==> config.mk <==
export PLATFORM = sky130hd
export DESIGN_NAME = autoreload_pwm_timer
export DESIGN_NICKNAME = d
export VERILOG_FILES = /design/src/include/autoreload_pwm_pkg.sv /design/src/core/autoreload_pwm_timer.sv
export SDC_FILE = /design/constraint.sdc
export NUM_CORES = 1
export LEC_CHECK = 0
export ABC_AREA = 0
export BUFFER_PORTS_ARGS = -buffer_cell sky130_fd_sc_hd__buf_4
export CAP_MARGIN = 20
export CORE_MARGIN = 1.5
export CORE_UTILIZATION = 50
export DETAILED_ROUTE_END_ITERATION = 8
export PLACE_DENSITY = 0.73
export SYNTH_ARGS = -nofsm -noshare
export SYNTH_HDL_FRONTEND = slang
export SYNTH_SLANG_ARGS = --single-unit
==> constraint.sdc <==
create_clock -name pclk -period 2.41 [get_ports pclk]
set_input_delay 0.3615 -clock pclk [delete_from_list [all_inputs] [get_ports pclk]]
set_output_delay 0.3615 -clock pclk [all_outputs]
set_load 0.02 [all_outputs]
==> src/include/autoreload_pwm_pkg.sv <==
// Register map, fields and shared types of the PWM timer.
//
// What this block does
// - Channels share one period; counter reloads after overflow.
// - Reset starts the counter at zero.
// - Overflow loads preloaded duties and sets outputs high.
// - Counter at active duty drives channel low until overflow.
// - Each channel output has its own enable bit.
// - Polarity bit inverts output; sync bit delays change to overflow.
// - Duty resolution is one step over 4096 minus reload.
// - Counter at duty sets compare flag; interrupt if enabled.
// - Zero duty gives no compare events.
// - With pin enabled, low stop input sets stop-active.
// - Writing one to stop-active activates shutdown.
// - While stopping, stop pattern drives pins after the inverter.
// - Shutdown clears counter, reload, duties, shadows and enables.
// - Clearing stop-active hands pins to port values.
// - Stop-active bit stays set until software clears it.
// - Capture edge copies counter, sets flag, interrupt if enabled.
// - Reading capture value with flag set clears it.
// - Edges are ignored while capture flag is set.
// - Slow divides by 32; wait has no effect; halt stops.
// - Active-halt stops unless low-speed clock and overflow irq enabled.
// - Compare and capture share an irq; overflow has its own.
// - Two-bit clock select: off, low-speed, cpu, fast clock.
// - Overflow flag set on wrap to reload, cleared by status read.
// - Compare flag cleared by reading its channel status register.
package autoreload_pwm_pkg;
   // -----------------------------------------------------------------
   // Register byte addresses
   // -----------------------------------------------------------------
   localparam logic [7:0] ADDR_STATUS = 8'h00;
   localparam logic [7:0] ADDR_COUNTER = 8'h04;
   localparam logic [7:0] ADDR_RELOAD = 8'h08;
   localparam logic [7:0] ADDR_OUT_EN = 8'h0c;
   localparam logic [7:0] ADDR_TRANSFER = 8'h10;
   localparam logic [7:0] ADDR_STOP = 8'h14;
   localparam logic [7:0] ADDR_CAPTURE = 8'h18;
   localparam logic [7:0] ADDR_MODE = 8'h1c;
   localparam logic [7:0] ADDR_CH_CSR = 8'h20;
   localparam logic [7:0] ADDR_DUTY = 8'h30;
   localparam logic [7:0] ADDR_GPIO = 8'h40;
   localparam int CH_STRIDE_SHIFT = 2;
   // -----------------------------------------------------------------
   // Field positions
   // -----------------------------------------------------------------
   localparam int ST_CMP_IE = 0;
   localparam int ST_OVF_IE = 1;
   localparam int ST_OVF = 2;
   localparam int ST_CK_LO = 3;
   localparam int ST_CAP_IE = 5;
   localparam int ST_CAP_F = 6;
   localparam int CSR_COMPARE_FLAG = 0;
   localparam int CSR_POL = 1;
   localparam int STOP_PAT_LO = 0;
   localparam int STOP_PEN = 4;
   localparam int STOP_ACT = 5;
   localparam int MODE_SLOW = 0;
   localparam int MODE_HALT = 1;
   localparam int MODE_AHALT = 2;
   localparam int MODE_WAIT = 3;
   // -----------------------------------------------------------------
   // Constants
   // -----------------------------------------------------------------
   localparam int CNT_W = 12;
   localparam logic [11:0] CNT_MAX = 12'hfff;
   localparam logic [11:0] CNT_RESET = 12'h000;
   localparam int SLOW_DIV = 32;
   localparam logic [31:0] RD_ZERO = 32'h0000_0000;
   typedef enum logic [1:0] {
      CK_OFF = 2'b00,
      CK_LOW = 2'b01,
      CK_CPU = 2'b10,
      CK_FAST = 2'b11
   } clk_sel_t;
   // Ticks from the surrounding clock generator.
   typedef struct packed {
      logic low_tick;
      logic cpu_tick;
      logic fast_tick;
   } tick_in_t;
endpackage : autoreload_pwm_pkg

==> src/core/autoreload_pwm_timer.sv <==
// Twelve-bit auto-reload timer with four PWM channels, compare and capture.
//
// Register access over APB and the register addresses were chosen for this implementation.
`timescale 1ns/1ps
`default_nettype none
module autoreload_pwm_timer #(
   parameter int N_CH = 4
) (
   // Clock and reset.
   input wire logic pclk,
   input wire logic presetn,
   // APB slave.
   input wire logic psel,
   input wire logic penable,
   input wire logic pwrite,
   input wire logic [7:0] paddr,
   input wire logic [31:0] pwdata,
   output logic [31:0] prdata,
   output logic pready,
   output logic pslverr,
   // Counter clock ticks.
   input wire autoreload_pwm_pkg::tick_in_t ticks,
   // Pins.
   input wire logic stop_in_n,
   input wire logic capture_input,
   output logic [3:0] pwm_out,
   // Interrupt request lines.
   output logic cmp_cap_irq,
   output logic ovf_irq
);
   import autoreload_pwm_pkg::*;

   // -----------------------------------------------------------------
   // Registers
   // -----------------------------------------------------------------
   logic [11:0] up_counter_reg, reload_register_reg, capture_value_reg;
   logic [11:0] duty_shadow_reg [N_CH];
   logic [11:0] duty_active_reg [N_CH];
   logic [N_CH-1:0] output_enable_control_reg, pol_reg, pol_act_reg;
   logic [N_CH-1:0] compare_flag_reg, gpio_reg, pwm_raw_reg;
   logic transfer_sync_reg, stop_pin_enable_reg, stop_active_reg;
   logic [3:0] stop_pattern_reg;
   logic overflow_flag_reg, overflow_irq_enable_reg, compare_irq_enable_reg;
   logic capture_flag_reg, capture_irq_enable_reg;
   logic [1:0] counter_clock_select_reg;
   logic [3:0] mode_reg;
   logic [4:0] slow_div_reg;
   logic stop_s1_reg, stop_s2_reg, cap_s1_reg, cap_s2_reg, cap_d_reg;

   // -----------------------------------------------------------------
   // Bus decode
   // -----------------------------------------------------------------
   logic wr, rd;
   logic [3:0] ch_idx;
   logic in_csr, in_duty, mapped;
   assign wr = psel && penable && pwrite;
   assign rd = psel && penable && !pwrite;
   assign ch_idx = 4'((paddr - ADDR_CH_CSR) >> CH_STRIDE_SHIFT);
   assign in_csr = paddr >= ADDR_CH_CSR && paddr < ADDR_DUTY
                   && paddr[1:0] == 2'h0;
   assign in_duty = paddr >= ADDR_DUTY && paddr < ADDR_GPIO
                    && paddr[1:0] == 2'h0;
   logic [3:0] duty_idx;
   assign duty_idx = 4'((paddr - ADDR_DUTY) >> CH_STRIDE_SHIFT);
   assign mapped = in_csr || in_duty || paddr == ADDR_STATUS
      || paddr == ADDR_COUNTER || paddr == ADDR_RELOAD
      || paddr == ADDR_OUT_EN || paddr == ADDR_TRANSFER
      || paddr == ADDR_STOP || paddr == ADDR_CAPTURE
      || paddr == ADDR_MODE || paddr == ADDR_GPIO;

   // -----------------------------------------------------------------
   // Input synchronisers
   // -----------------------------------------------------------------
   // Stop uses only the second stage; capture compares the second stage with a third.
   always_ff @(posedge pclk or negedge presetn) begin
      if (!presetn) begin
         stop_s1_reg <= 1'b1;
         stop_s2_reg <= 1'b1;
         cap_s1_reg <= 1'b0;
         cap_s2_reg <= 1'b0;
         cap_d_reg <= 1'b0;
      end else begin
         stop_s1_reg <= stop_in_n;
         stop_s2_reg <= stop_s1_reg;
         cap_s1_reg <= capture_input;
         cap_s2_reg <= cap_s1_reg;
         cap_d_reg <= cap_s2_reg;
      end
   end

   // -----------------------------------------------------------------
   // Counter clock selection and low power modes
   // -----------------------------------------------------------------
   logic sel_tick, tick, halted, ovf_evt, shutdown;
   always_comb begin
      unique case (clk_sel_t'(counter_clock_select_reg))
         CK_OFF: sel_tick = 1'b0;
         CK_LOW: sel_tick = ticks.low_tick;
         CK_CPU: sel_tick = ticks.cpu_tick;
         CK_FAST: sel_tick = ticks.fast_tick;
      endcase
   end
   // Wait mode bit is stored but deliberately has no effect.
   assign halted = mode_reg[MODE_HALT]
      || (mode_reg[MODE_AHALT] && !(counter_clock_select_reg == CK_LOW
          && overflow_irq_enable_reg));
   // Slow mode keeps one tick in every 32 of the selected clock.
   assign tick = sel_tick && !halted
      && (!mode_reg[MODE_SLOW] || slow_div_reg == 5'(SLOW_DIV - 1));
   assign ovf_evt = tick && up_counter_reg == CNT_MAX;
   assign shutdown = stop_active_reg;

   always_ff @(posedge pclk or negedge presetn) begin
      if (!presetn) begin
         slow_div_reg <= 5'h00;
      end else if (sel_tick && !halted && mode_reg[MODE_SLOW]) begin
         slow_div_reg <= slow_div_reg + 5'h01;
      end
   end

   // -----------------------------------------------------------------
   // Up counter
   // -----------------------------------------------------------------
   always_ff @(posedge pclk or negedge presetn) begin
      if (!presetn) begin
         up_counter_reg <= CNT_RESET;
      end else if (shutdown) begin
         up_counter_reg <= CNT_RESET;
      end else if (ovf_evt) begin
         up_counter_reg <= reload_register_reg;
      end else if (tick) begin
         up_counter_reg <= up_counter_reg + 12'h001;
      end
   end

   // -----------------------------------------------------------------
   // Channels: duty, polarity, compare and waveform
   // -----------------------------------------------------------------
   logic rd_csr_hit;
   assign rd_csr_hit = rd && in_csr;
   generate
      for (genvar c = 0; c < N_CH; c++) begin : g_ch
         logic match;
         assign match = tick && !ovf_evt
                        && up_counter_reg + 12'h001 == duty_active_reg[c];
         always_ff @(posedge pclk or negedge presetn) begin
            if (!presetn) begin
               duty_shadow_reg[c] <= CNT_RESET;
               duty_active_reg[c] <= CNT_RESET;
            end else if (shutdown) begin
               duty_shadow_reg[c] <= CNT_RESET;
               duty_active_reg[c] <= CNT_RESET;
            end else begin
               if (wr && in_duty && duty_idx == 4'(c))
                  duty_shadow_reg[c] <= pwdata[11:0];
               if (ovf_evt)
                  duty_active_reg[c] <= duty_shadow_reg[c];
            end
         end
         // Raw wave: high at overflow, low once the counter hits duty.
         always_ff @(posedge pclk or negedge presetn) begin
            if (!presetn) begin
               pwm_raw_reg[c] <= 1'b0;
            end else if (shutdown) begin
               pwm_raw_reg[c] <= 1'b0;
            end else if (ovf_evt) begin
               pwm_raw_reg[c] <= 1'b1;
            end else if (match) begin
               pwm_raw_reg[c] <= 1'b0;
            end
         end
         // Compare flag: set wins over the clearing read.
         always_ff @(posedge pclk or negedge presetn) begin
            if (!presetn) begin
               compare_flag_reg[c] <= 1'b0;
            end else if (match && duty_active_reg[c] != CNT_RESET) begin
               compare_flag_reg[c] <= 1'b1;
            end else if (rd_csr_hit && ch_idx == 4'(c)) begin
               compare_flag_reg[c] <= 1'b0;
            end
         end
         // Effective polarity follows the bit at once or at overflow.
         always_ff @(posedge pclk or negedge presetn) begin
            if (!presetn) begin
               pol_act_reg[c] <= 1'b0;
            end else if (!transfer_sync_reg || ovf_evt) begin
               pol_act_reg[c] <= pol_reg[c];
            end
         end
      end
   endgenerate

   // -----------------------------------------------------------------
   // Control registers written by software
   // -----------------------------------------------------------------
   always_ff @(posedge pclk or negedge presetn) begin
      if (!presetn) begin
         reload_register_reg <= CNT_RESET;
         output_enable_control_reg <= '0;
      end else if (shutdown) begin
         reload_register_reg <= CNT_RESET;
         output_enable_control_reg <= '0;
      end else if (wr && paddr == ADDR_RELOAD) begin
         reload_register_reg <= pwdata[11:0];
      end else if (wr && paddr == ADDR_OUT_EN) begin
         output_enable_control_reg <= pwdata[N_CH-1:0];
      end
   end

   always_ff @(posedge pclk or negedge presetn) begin
      if (!presetn) begin
         pol_reg <= '0;
         transfer_sync_reg <= 1'b1;
         gpio_reg <= '0;
         mode_reg <= 4'h0;
      end else if (wr) begin
         if (in_csr && ch_idx < 4'(N_CH))
            pol_reg[ch_idx[1:0]] <= pwdata[CSR_POL];
         if (paddr == ADDR_TRANSFER)
            transfer_sync_reg <= pwdata[0];
         if (paddr == ADDR_GPIO)
            gpio_reg <= pwdata[N_CH-1:0];
         if (paddr == ADDR_MODE)
            mode_reg <= pwdata[3:0];
      end
   end

   // Status register: overflow flag set wins over its clearing read.
   always_ff @(posedge pclk or negedge presetn) begin
      if (!presetn) begin
         overflow_flag_reg <= 1'b0;
         overflow_irq_enable_reg <= 1'b0;
         compare_irq_enable_reg <= 1'b0;
         capture_irq_enable_reg <= 1'b0;
         counter_clock_select_reg <= CK_OFF;
      end else begin
         if (ovf_evt)
            overflow_flag_reg <= 1'b1;
         else if (rd && paddr == ADDR_STATUS)
            overflow_flag_reg <= 1'b0;
         if (wr && paddr == ADDR_STATUS) begin
            compare_irq_enable_reg <= pwdata[ST_CMP_IE];
            overflow_irq_enable_reg <= pwdata[ST_OVF_IE];
            counter_clock_select_reg <= pwdata[ST_CK_LO +: 2];
            capture_irq_enable_reg <= pwdata[ST_CAP_IE];
         end
      end
   end

   // -----------------------------------------------------------------
   // Emergency stop
   // -----------------------------------------------------------------
   // The pin level is latched; only software clears the active bit.
   always_ff @(posedge pclk or negedge presetn) begin
      if (!presetn) begin
         stop_active_reg <= 1'b0;
         stop_pin_enable_reg <= 1'b0;
         stop_pattern_reg <= 4'h0;
      end else begin
         if (wr && paddr == ADDR_STOP) begin
            stop_pin_enable_reg <= pwdata[STOP_PEN];
            stop_pattern_reg <= pwdata[STOP_PAT_LO +: 4];
         end
         if (stop_pin_enable_reg && !stop_s2_reg)
            stop_active_reg <= 1'b1;
         else if (wr && paddr == ADDR_STOP)
            stop_active_reg <= pwdata[STOP_ACT];
      end
   end

   // -----------------------------------------------------------------
   // Input capture
   // -----------------------------------------------------------------
   always_ff @(posedge pclk or negedge presetn) begin
      if (!presetn) begin
         capture_flag_reg <= 1'b0;
         capture_value_reg <= CNT_RESET;
      end else if (!capture_flag_reg && cap_s2_reg != cap_d_reg) begin
         capture_flag_reg <= 1'b1;
         capture_value_reg <= up_counter_reg;
      end else if (rd && paddr == ADDR_CAPTURE && capture_flag_reg) begin
         capture_flag_reg <= 1'b0;
      end
      // An edge while the flag stands falls through untouched
   end

   // -----------------------------------------------------------------
   // Outputs
   // -----------------------------------------------------------------
   // Pattern is applied after the inverter so polarity never masks it.
   always_ff @(posedge pclk or negedge presetn) begin
      if (!presetn) begin
         pwm_out <= 4'h0;
         cmp_cap_irq <= 1'b0;
         ovf_irq <= 1'b0;
      end else begin
         for (int i = 0; i < N_CH; i++) begin
            if (shutdown)
               pwm_out[i] <= stop_pattern_reg[i];
            else if (output_enable_control_reg[i])
               pwm_out[i] <= pwm_raw_reg[i] ^ pol_act_reg[i];
            else
               pwm_out[i] <= gpio_reg[i];
         end
         cmp_cap_irq <= (compare_irq_enable_reg && |compare_flag_reg)
                        || (capture_irq_enable_reg && capture_flag_reg);
         ovf_irq <= overflow_irq_enable_reg && overflow_flag_reg;
      end
   end

   // Read data and answer, registered into the access phase.
   logic [31:0] rdata;
   always_comb begin
      rdata = RD_ZERO;
      if (paddr == ADDR_STATUS) begin
         rdata[ST_CMP_IE] = compare_irq_enable_reg;
         rdata[ST_OVF_IE] = overflow_irq_enable_reg;
         rdata[ST_OVF] = overflow_flag_reg;
         rdata[ST_CK_LO +: 2] = counter_clock_select_reg;
         rdata[ST_CAP_IE] = capture_irq_enable_reg;
         rdata[ST_CAP_F] = capture_flag_reg;
      end else if (paddr == ADDR_COUNTER) rdata[11:0] = up_counter_reg;
      else if (paddr == ADDR_RELOAD) rdata[11:0] = reload_register_reg;
      else if (paddr == ADDR_OUT_EN) rdata[N_CH-1:0] = output_enable_control_reg;
      else if (paddr == ADDR_TRANSFER) rdata[0] = transfer_sync_reg;
      else if (paddr == ADDR_STOP) begin
         rdata[STOP_PAT_LO +: 4] = stop_pattern_reg;
         rdata[STOP_PEN] = stop_pin_enable_reg;
         rdata[STOP_ACT] = stop_active_reg;
      end else if (paddr == ADDR_CAPTURE) rdata[11:0] = capture_value_reg;
      else if (paddr == ADDR_MODE) rdata[3:0] = mode_reg;
      else if (paddr == ADDR_GPIO) rdata[N_CH-1:0] = gpio_reg;
      else if (in_csr && ch_idx < 4'(N_CH)) begin
         rdata[CSR_COMPARE_FLAG] = compare_flag_reg[ch_idx[1:0]];
         rdata[CSR_POL] = pol_reg[ch_idx[1:0]];
      end else if (in_duty && duty_idx < 4'(N_CH))
         rdata[11:0] = duty_shadow_reg[duty_idx[1:0]];
   end

   always_ff @(posedge pclk or negedge presetn) begin
      if (!presetn) begin
         prdata <= RD_ZERO;
         pready <= 1'b0;
         pslverr <= 1'b0;
      end else begin
         pready <= psel && !penable;
         pslverr <= psel && !penable && !mapped;
         if (psel && !penable && !pwrite)
            prdata <= rdata;
      end
   end
endmodule : autoreload_pwm_timer
`default_nettype wire

==> results of run 1 <==
repair_timing:
action / in CTS / in global routing
buffers inserted: 0 / 1
resized for setup: 1 / 8
pin swaps: 0 / 2
hold buffers: 3 / 0
setup endpoints to repair: 2 / 49
endpoints found under the hold margin: 106 / 0
cell type report:
type,count,area [um^2]
multi-input cells,875,5416
fillers,1849,8875
well taps,280,350.3
diodes,1,2.502
clock buffers,34,676.9
inverters,15,56.30
flip-flops and latches,204,5112
clock inverters,8,78.83
repair buffers,134,1120
worst max-delay path: cells and delay by family, from the launching register on:
kind            cells  cell delay (ns)
simple gates        2             0.75
xor+xnor            2             0.54
flops               1             0.56
compound gates      2             0.34
per-stage QoR:
step,power (mW),cells,TNS (ns)
finish,7.424,1551,0
global route,7.654,1550,0
CTS,7.468,1549,0
detailed placement,3.996,1504,-0.1519
global placement,3.992,1504,-0.1810
floorplan,3.773,1198,0
synthesized netlist by cell type (16+ instances only):
master	instances
nand2_1	275
nor4_1	18
dfrtp_1	201
o21ai_0	40
a21oi_1	132
buf_4	24
nand3_1	29
xnor2_1	38
buf_2	16
nor2_1	54
mux2_2	41
clkbuf_1	56
per-layer routing:
layer,up-vias,GRT usage,wire [um]
met5,-,0,0
met4,0,0.1121,1237
met3,75,0.06205,3132
met2,429,0.4390,14210
met1,4522,0.4141,13360
li1,4230,-,-
how the worst min path moves through the flow:
stage | from | endpoint | slack [ns] | depth (start not counted)
after floorplan | presetn | cap_d_reg | 0.07 | 0
after global placement | cap_s1_reg | cap_s2_reg | 0.34 | 0
after detailed placement | cap_s1_reg | cap_s2_reg | 0.35 | 0
after CTS | pwdata[6] | duty_shadow_reg[42] | 0.11 | 3
after global routing | pwdata[7] | duty_shadow_reg[7] | 0.13 | 3
final | pwdata[6] | duty_shadow_reg[42] | 0.12 | 3
logic make-up (layout without fill, tap and decap cells):
group / Yosys count / after routing / synth area share
mux: 65 / 65 / 0.07990
xor+xnor: 62 / 62 / 0.06075
other cells: 1 / 21 / 0.0003416
compound gates: 257 / 257 / 0.1420
flops: 204 / 204 / 0.4654
simple gates: 466 / 466 / 0.1948
buf+inv: 119 / 191 / 0.05152
fa+ha+maj: 5 / 5 / 0.005244
placed cells by master (no fill, tap or decap), types with 6 or more instances in the layout:
master,netlist,layout
a211oi_1,8,8
a21oi_1,132,132
a221oi_1,7,7
a22o_1,6,6
a22oi_1,13,13
a311oi_1,6,6
a31oi_1,9,9
and3_1,7,7
buf_12,0,8
buf_4,24,122
clkbuf_16,0,23
clkbuf_8,0,7
conb_1,1,20
dfrtp_1,201,200
inv_1,15,15
mux2_2,41,41
mux2i_1,10,10
mux4_2,14,14
nand2_1,275,275
nand2b_1,15,15
nand3_1,29,29
nand4_1,7,7
nor2_1,54,53
nor2b_1,9,9
nor3_1,13,11
nor3_2,4,6
nor3b_1,7,7
nor4_1,18,17
o21ai_0,40,40
xnor2_1,38,38
xnor3_1,9,9
xor2_1,15,15
where the power goes:
| group | total (mW) | internal (mW) | switching (mW) |
|---|---|---|---|
| Combinational | 0.442 | 0.151 | 0.291 |
| Sequential | 3.50 | 3.47 | 0.0280 |
| Clock | 3.49 | 2.05 | 1.43 |
| Total | 7.42 | 5.67 | 1.75 |
==> qor.csv, run 1 <==
stage;metric;value;unit
run_status;outcome;complete, no violations;
floorplan;Die Area;22850;um^2
sta;period utilization;0.9503;
sta;Slew @ Worst Pin;0.8064;ns
sta;Fin. Hold Viols;0;
sta;clock skew;0.02923;ns
grt;largest net degree at the start of global routing;127;
power_and_ir_drop;PwrDens;579.4;nW/um^2
placement;worst slack, placed;-0.09396;ns
synthesis;post-synthesis sequential area ratio;0.4654;
placement;HPWL after detailed placement;22.94;mm
floorplan;FP Rows;54;
layout;layout cell share with drive strength beyond 1;0.1969;
clock_tree;H-tree Lvls;1;
worst_setup_path;crit path kind;flip-flop to flip-flop;
worst_setup_path;setup slack, reg-to-reg;0.12;ns
sta;minimum clock period;2.290;ns
placement;port bufs;49;
worst_setup_path;CP most frequent cell;xnor2_1;
job;max_cap viols;0;
layout;Design Area, Final;12810;um^2
layout;final core utilization;0.5908;
sta;WHS;0.1211;ns
sta;Worst slew margin;0.4574;
synthesis;#FFs+latches synth;204;
worst_setup_path;Critical Path RT;2.83;ns
floorplan;Die Span X;151.2;um
floorplan;Core Area;21690;um^2
synthesis;Synth cell types;75;
route;final wirelength;31.94;mm
route;vias;9256;
worst_hold_path;min-delay worst type;input port to flip-flop;
placement;routability cong.;0.9467;
clock_tree;Root Buffer;clkbuf_16;
sta;PnR worst setup slack;0.1197;ns
route;# DRC;0;
worst_setup_path;RR Startpoint;up_counter_reg[6];
synthesis;Main synth FF type;dfrtp_1;
synthesis;Post-synth ARST share;1.000;
clock_tree;Sink Count;204;
sta;RSZ-0062 raised after global routing;no;
worst_setup_path;Reg2Reg Depth;6;
grt;grt total ovfl;0;
layout;Layout Nets;1306;
route;Vias/cell;5.968;
placement;Post-DP Area;11980;um^2
sta;f_max;0.4366;GHz
worst_setup_path;endpoint class of the critical path;flip-flop;
clock_tree;TritonCTS Buffers;23;
route;number of nets still failing antenna checks after routing;0;
worst_setup_path;CP Launch Point;up_counter_reg[6];
worst_setup_path;max incr delay on CP;0.56;ns
synthesis;number of synthesized flops with an enable pin;0;
worst_setup_path;endpoint of the worst register-to-register path;compare_flag_reg[3];
sta;Max Slew Vio Count;0;
route;wire length per cell;20.59;um
floorplan;die height;151.2;um
synthesis;Mapped Avg Cell Area;9.310;um^2
worst_setup_path;Crit Path Max Fanout;8;
route;DRT Pass-1 Iters;7;
synthesis;cells after synthesis;1179;
synthesis;Synthesis Warnings;0;
power_and_ir_drop;leakage power;5.310;nW
grt;total track usage;0.2918;
clock_tree;CTS tree;yes;
worst_setup_path;Startpoint Class;flip-flop;
worst_setup_path;CP max stage cell;dfrtp_1;
worst_setup_path;worst-path cell chain;nand3_2 > nor3_2 > xnor2_1 > xnor2_1 > a31oi_1 > a31o_2;
clock_tree;Worst-path clk slew;0.06;ns
layout;synthesis-to-layout area growth;16.73;%
clock_tree;clock latency on the worst-skew pair;0.53;ns
sta;Setup Viol. Count Final;0;
power_and_ir_drop;VDD IR-drop max;594.7;uV
route;DRT iter0 DRCs;833;
synthesis;mapped cell area;10980;um^2
worst_setup_path;crit path capture;compare_flag_reg[3];
grt;vias in the first global route;9072;
floorplan;Starting Density;0.5061;
synthesis;ranking of synthesized cells by area;dfrtp_1 (46%), nand2_1 (9.4%), a21oi_1 (6.0%);
synthesis;top-area cell type share of the netlist area;0.4582;
clock_tree;CTS Buffer Depth;3;
worst_setup_path;data arrival time of the critical path;2.71;ns
grt;first-pass GRT wire length;50.46;mm
synthesis;Yosys top cell by area;dfrtp_1;
floorplan;number of top-level pins;90;
grt;antenna violations before repair;1;
(Power assumes the default switching activity.)
==> run 2, diff against run 1 <==
--- a/config.mk
+++ b/config.mk
@@ -12,6 +12,7 @@
 export CORE_UTILIZATION = 50
 export DETAILED_ROUTE_END_ITERATION = 8
 export PLACE_DENSITY = 0.73
+export SLEW_MARGIN = 20
 export SYNTH_ARGS = -nofsm -noshare
 export SYNTH_HDL_FRONTEND = slang
 export SYNTH_SLANG_ARGS = --single-unit
==> constraint.sdc (replaced) <==
create_clock -name pclk -period 2.41 [get_ports pclk]
set_input_delay 0.1205 -clock pclk [delete_from_list [all_inputs] [get_ports pclk]]
set_output_delay 0.1205 -clock pclk [all_outputs]
set_load 0.02 [all_outputs]
==> qor.csv, run 2 (same netlist as run 1, synthesis figures left out) <==
stage;metric;value;unit;change
grt;M2 GR Usage;0.4637;;was 0.4390
job;max_cap viols;0;;unchanged
grt;largest net degree at the start of global routing;89;;was 127
floorplan;Starting Density;0.5061;;unchanged
worst_setup_path;worst-path cell chain;dlygate4sd3_1 > buf_4 > or4_1 > nor3_2 > o21ai_0 > a22o_1 > a221oi_1 > o22ai_1;;was nand3_2 > nor3_2 > xnor2_1 > xnor2_1 > a31oi_1 > a31o_2
sta;Worst slew margin;0.5540;;was 0.4574
sta;f_max;0.4318;GHz;was 0.4366 GHz
power_and_ir_drop;leakage power;5.366;nW;was 5.310 nW
layout;commonest non-fill, non-tap cell in the layout;nand2_1;;unchanged
grt;total track usage;0.2955;;was 0.2918
worst_setup_path;RR Startpoint;slow_div_reg[0];;was up_counter_reg[6]
grt;grt total ovfl;0;;unchanged
floorplan;die height;151.2;um;unchanged
placement;routability cong.;0.9473;;was 0.9467
route;final wirelength;32.46;mm;was 31.94 mm
route;Vias/cell;6.048;;was 5.968
worst_setup_path;Critical Path RT;2.78;ns;was 2.83 ns
sta;clock skew;0.01371;ns;was 0.02923 ns
worst_hold_path;worst hold path endpoint;capture_flag_reg;;was duty_shadow_reg[42]
worst_hold_path;Hold Path Depth;4;;was 3
sta;Slew @ Worst Pin;0.6603;ns;was 0.8064 ns
floorplan;FP Rows;54;;unchanged
worst_setup_path;buffers and inverters on the worst path;2;;was 0
route;DRT iter0 DRCs;1144;;was 833
route;DRT Pass-1 Iters;6;;was 7
sta;Fin. Hold Viols;0;;unchanged
clock_tree;Sink Count;204;;unchanged
worst_setup_path;data arrival time of the critical path;2.69;ns;was 2.71 ns
worst_setup_path;critical path's top delay family;compound AO/OA/AOI/OAI gates;;was simple AND/OR/NAND/NOR gates
route;wire length per cell;20.86;um;was 20.59 um
worst_setup_path;Reg2Reg Depth;9;;was 6
clock_tree;CTS Buffer Depth;3;;unchanged
grt;grt met1 use;0.4274;;was 0.4141
clock_tree;clock latency on the worst-skew pair;0.51;ns;was 0.53 ns
clock_tree;Root Buffer;clkbuf_16;;unchanged
sta;WHS;0.08475;ns;was 0.1211 ns
sta;Max Slew Vio Count;0;;unchanged
grt;busiest metal layer after global routing;met2;;unchanged
route;vias;9410;;was 9,256
floorplan;Core Area;21690;um^2;unchanged
layout;synthesis-to-layout area growth;17.96;%;was 16.73%
layout;# diodes;0;;was 1
worst_setup_path;setup slack, reg-to-reg;0.12;ns;about the same
placement;HPWL after detailed placement;23.28;mm;was 22.94 mm
worst_setup_path;max incr delay on CP;0.61;ns;was 0.56 ns
floorplan;Die Area;22850;um^2;unchanged
layout;layout cell share with drive strength beyond 1;0.1936;;was 0.1969
route;# DRC;0;;unchanged
floorplan;Die Span X;151.2;um;unchanged
grt;met3 GRT Util;0.05241;;was 0.06205
run_status;outcome;complete, no violations;;unchanged
power_and_ir_drop;PwrDens;571.8;nW/um^2;was 579.4 nW/um^2
layout;Design Area, Final;12950;um^2;was 12,810 um^2
worst_hold_path;min-delay worst type;input port to flip-flop;;unchanged
floorplan;number of top-level pins;90;;unchanged
power_and_ir_drop;VDD IR-drop max;463.1;uV;was 594.7 uV
grt;first-pass GRT wire length;50.77;mm;was 50.46 mm
placement;port bufs;49;;unchanged
sta;period utilization;0.9610;;was 0.9503
grt;vias in the first global route;8922;;was 9,072
worst_setup_path;Crit Path Max Fanout;4;;was 8
sta;Setup Viol. Count Final;0;;unchanged
sta;minimum clock period;2.316;ns;was 2.290 ns
worst_setup_path;Startpoint Class;input port;;was flip-flop
clock_tree;Worst-path clk slew;0.06;ns;about the same
placement;Post-DP Area;11910;um^2;was 11,980 um^2
clock_tree;H-tree Lvls;1;;unchanged
clock_tree;CTS tree;yes;;unchanged
route;number of nets still failing antenna checks after routing;0;;unchanged
layout;Layout Nets;1313;;was 1,306
worst_hold_path;HP Start;pwrite;;was pwdata[6]
clock_tree;TritonCTS Buffers;23;;unchanged
worst_setup_path;CP max stage cell;or4_1;;was dfrtp_1
layout;most frequent cells in the layout;nand2_1 (274), dfrtp_1 (199), a21oi_1 (132);;was nand2_1 (275), dfrtp_1 (200), a21oi_1 (132)
sta;RSZ-0062 raised after global routing;no;;unchanged
grt;antenna violations before repair;0;;was 1
worst_setup_path;crit path kind;input port to flip-flop;;was flip-flop to flip-flop
worst_setup_path;endpoint of the worst register-to-register path;pwm_raw_reg[3];;was compare_flag_reg[3]
power_and_ir_drop;total power;7.404;mW;was 7.424 mW
worst_setup_path;endpoint class of the critical path;flip-flop;;unchanged
[run 2: timing repair]
action | 4_1_cts | 5_1_grt
gates resized for setup | 5 | 17
setup buffers | 0 | 1
hold buffers | 19 | 0
gates cloned | 0 | 0
setup endpoints to repair | 6 | 36
hold endpoints to repair | 154 | 0
pin swaps | 0 | 3
[run 2: worst max path at each step]
stage                          startpoint           endpoint  slack, ns  cells after the start
after global placement    slow_div_reg[0]     pwm_raw_reg[3]      -0.14                      9
after global routing      slow_div_reg[0]     pwm_raw_reg[0]      0.003                     10
after floorplan           slow_div_reg[0]  up_counter_reg[3]       0.19                     11
after CTS                 slow_div_reg[0]     pwm_raw_reg[0]     0.0009                     10
after detailed placement  slow_div_reg[0]     pwm_raw_reg[0]      -0.17                     10
final                            paddr[6]          prdata[3]       0.09                      8
[run 2: report_power, final]
part	internal (mW)	total (mW)	switching (mW)
Sequential	3.47	3.50	0.0277
Combinational	0.162	0.461	0.299
Clock	2.06	3.45	1.39
Total	5.69	7.40	1.72
[run 2: layer usage]
metal / up-vias / part of all wire
met2: 469 / 0.46
met3: 66 / 0.095
met5: - / 0
met4: 0 / 0.024
met1: 4640 / 0.42
li1: 4235 / -
[run 2: stage by stage]
stage	setup WS, ns	util	TNS, ns	std cells
2_1_floorplan	0.1852	-	0	1198
3_3_place_gp	-0.1391	0.5490	-0.4967	1495
3_5_place_dp	-0.1720	0.5490	-0.6059	1495
4_1_cts	0.0009404	0.5931	0	1555
5_1_grt	0.003007	0.5970	0	1556
6_report	0.09406	0.5970	0	1556
[run 2: final cells by class]
type / count / area, um^2
clock buffers: 29 / 628.1
clock inverters: 12 / 116.4
fillers: 1888 / 8740
inverters: 15 / 56.30
multi-input cells: 875 / 5464
flip-flops and latches: 204 / 5114
well taps: 280 / 350.3
repair buffers: 141 / 1220
[run 2: worst register-to-register path, delay by kind of cell, from the launching register on]
| family | cells | cell delay [ns] |
|---|---|---|
| simple gates | 3 | 0.73 |
| fa+ha+maj | 2 | 0.32 |
| flops | 1 | 0.38 |
| compound gates | 2 | 0.52 |
| buf+inv | 2 | 0.19 |
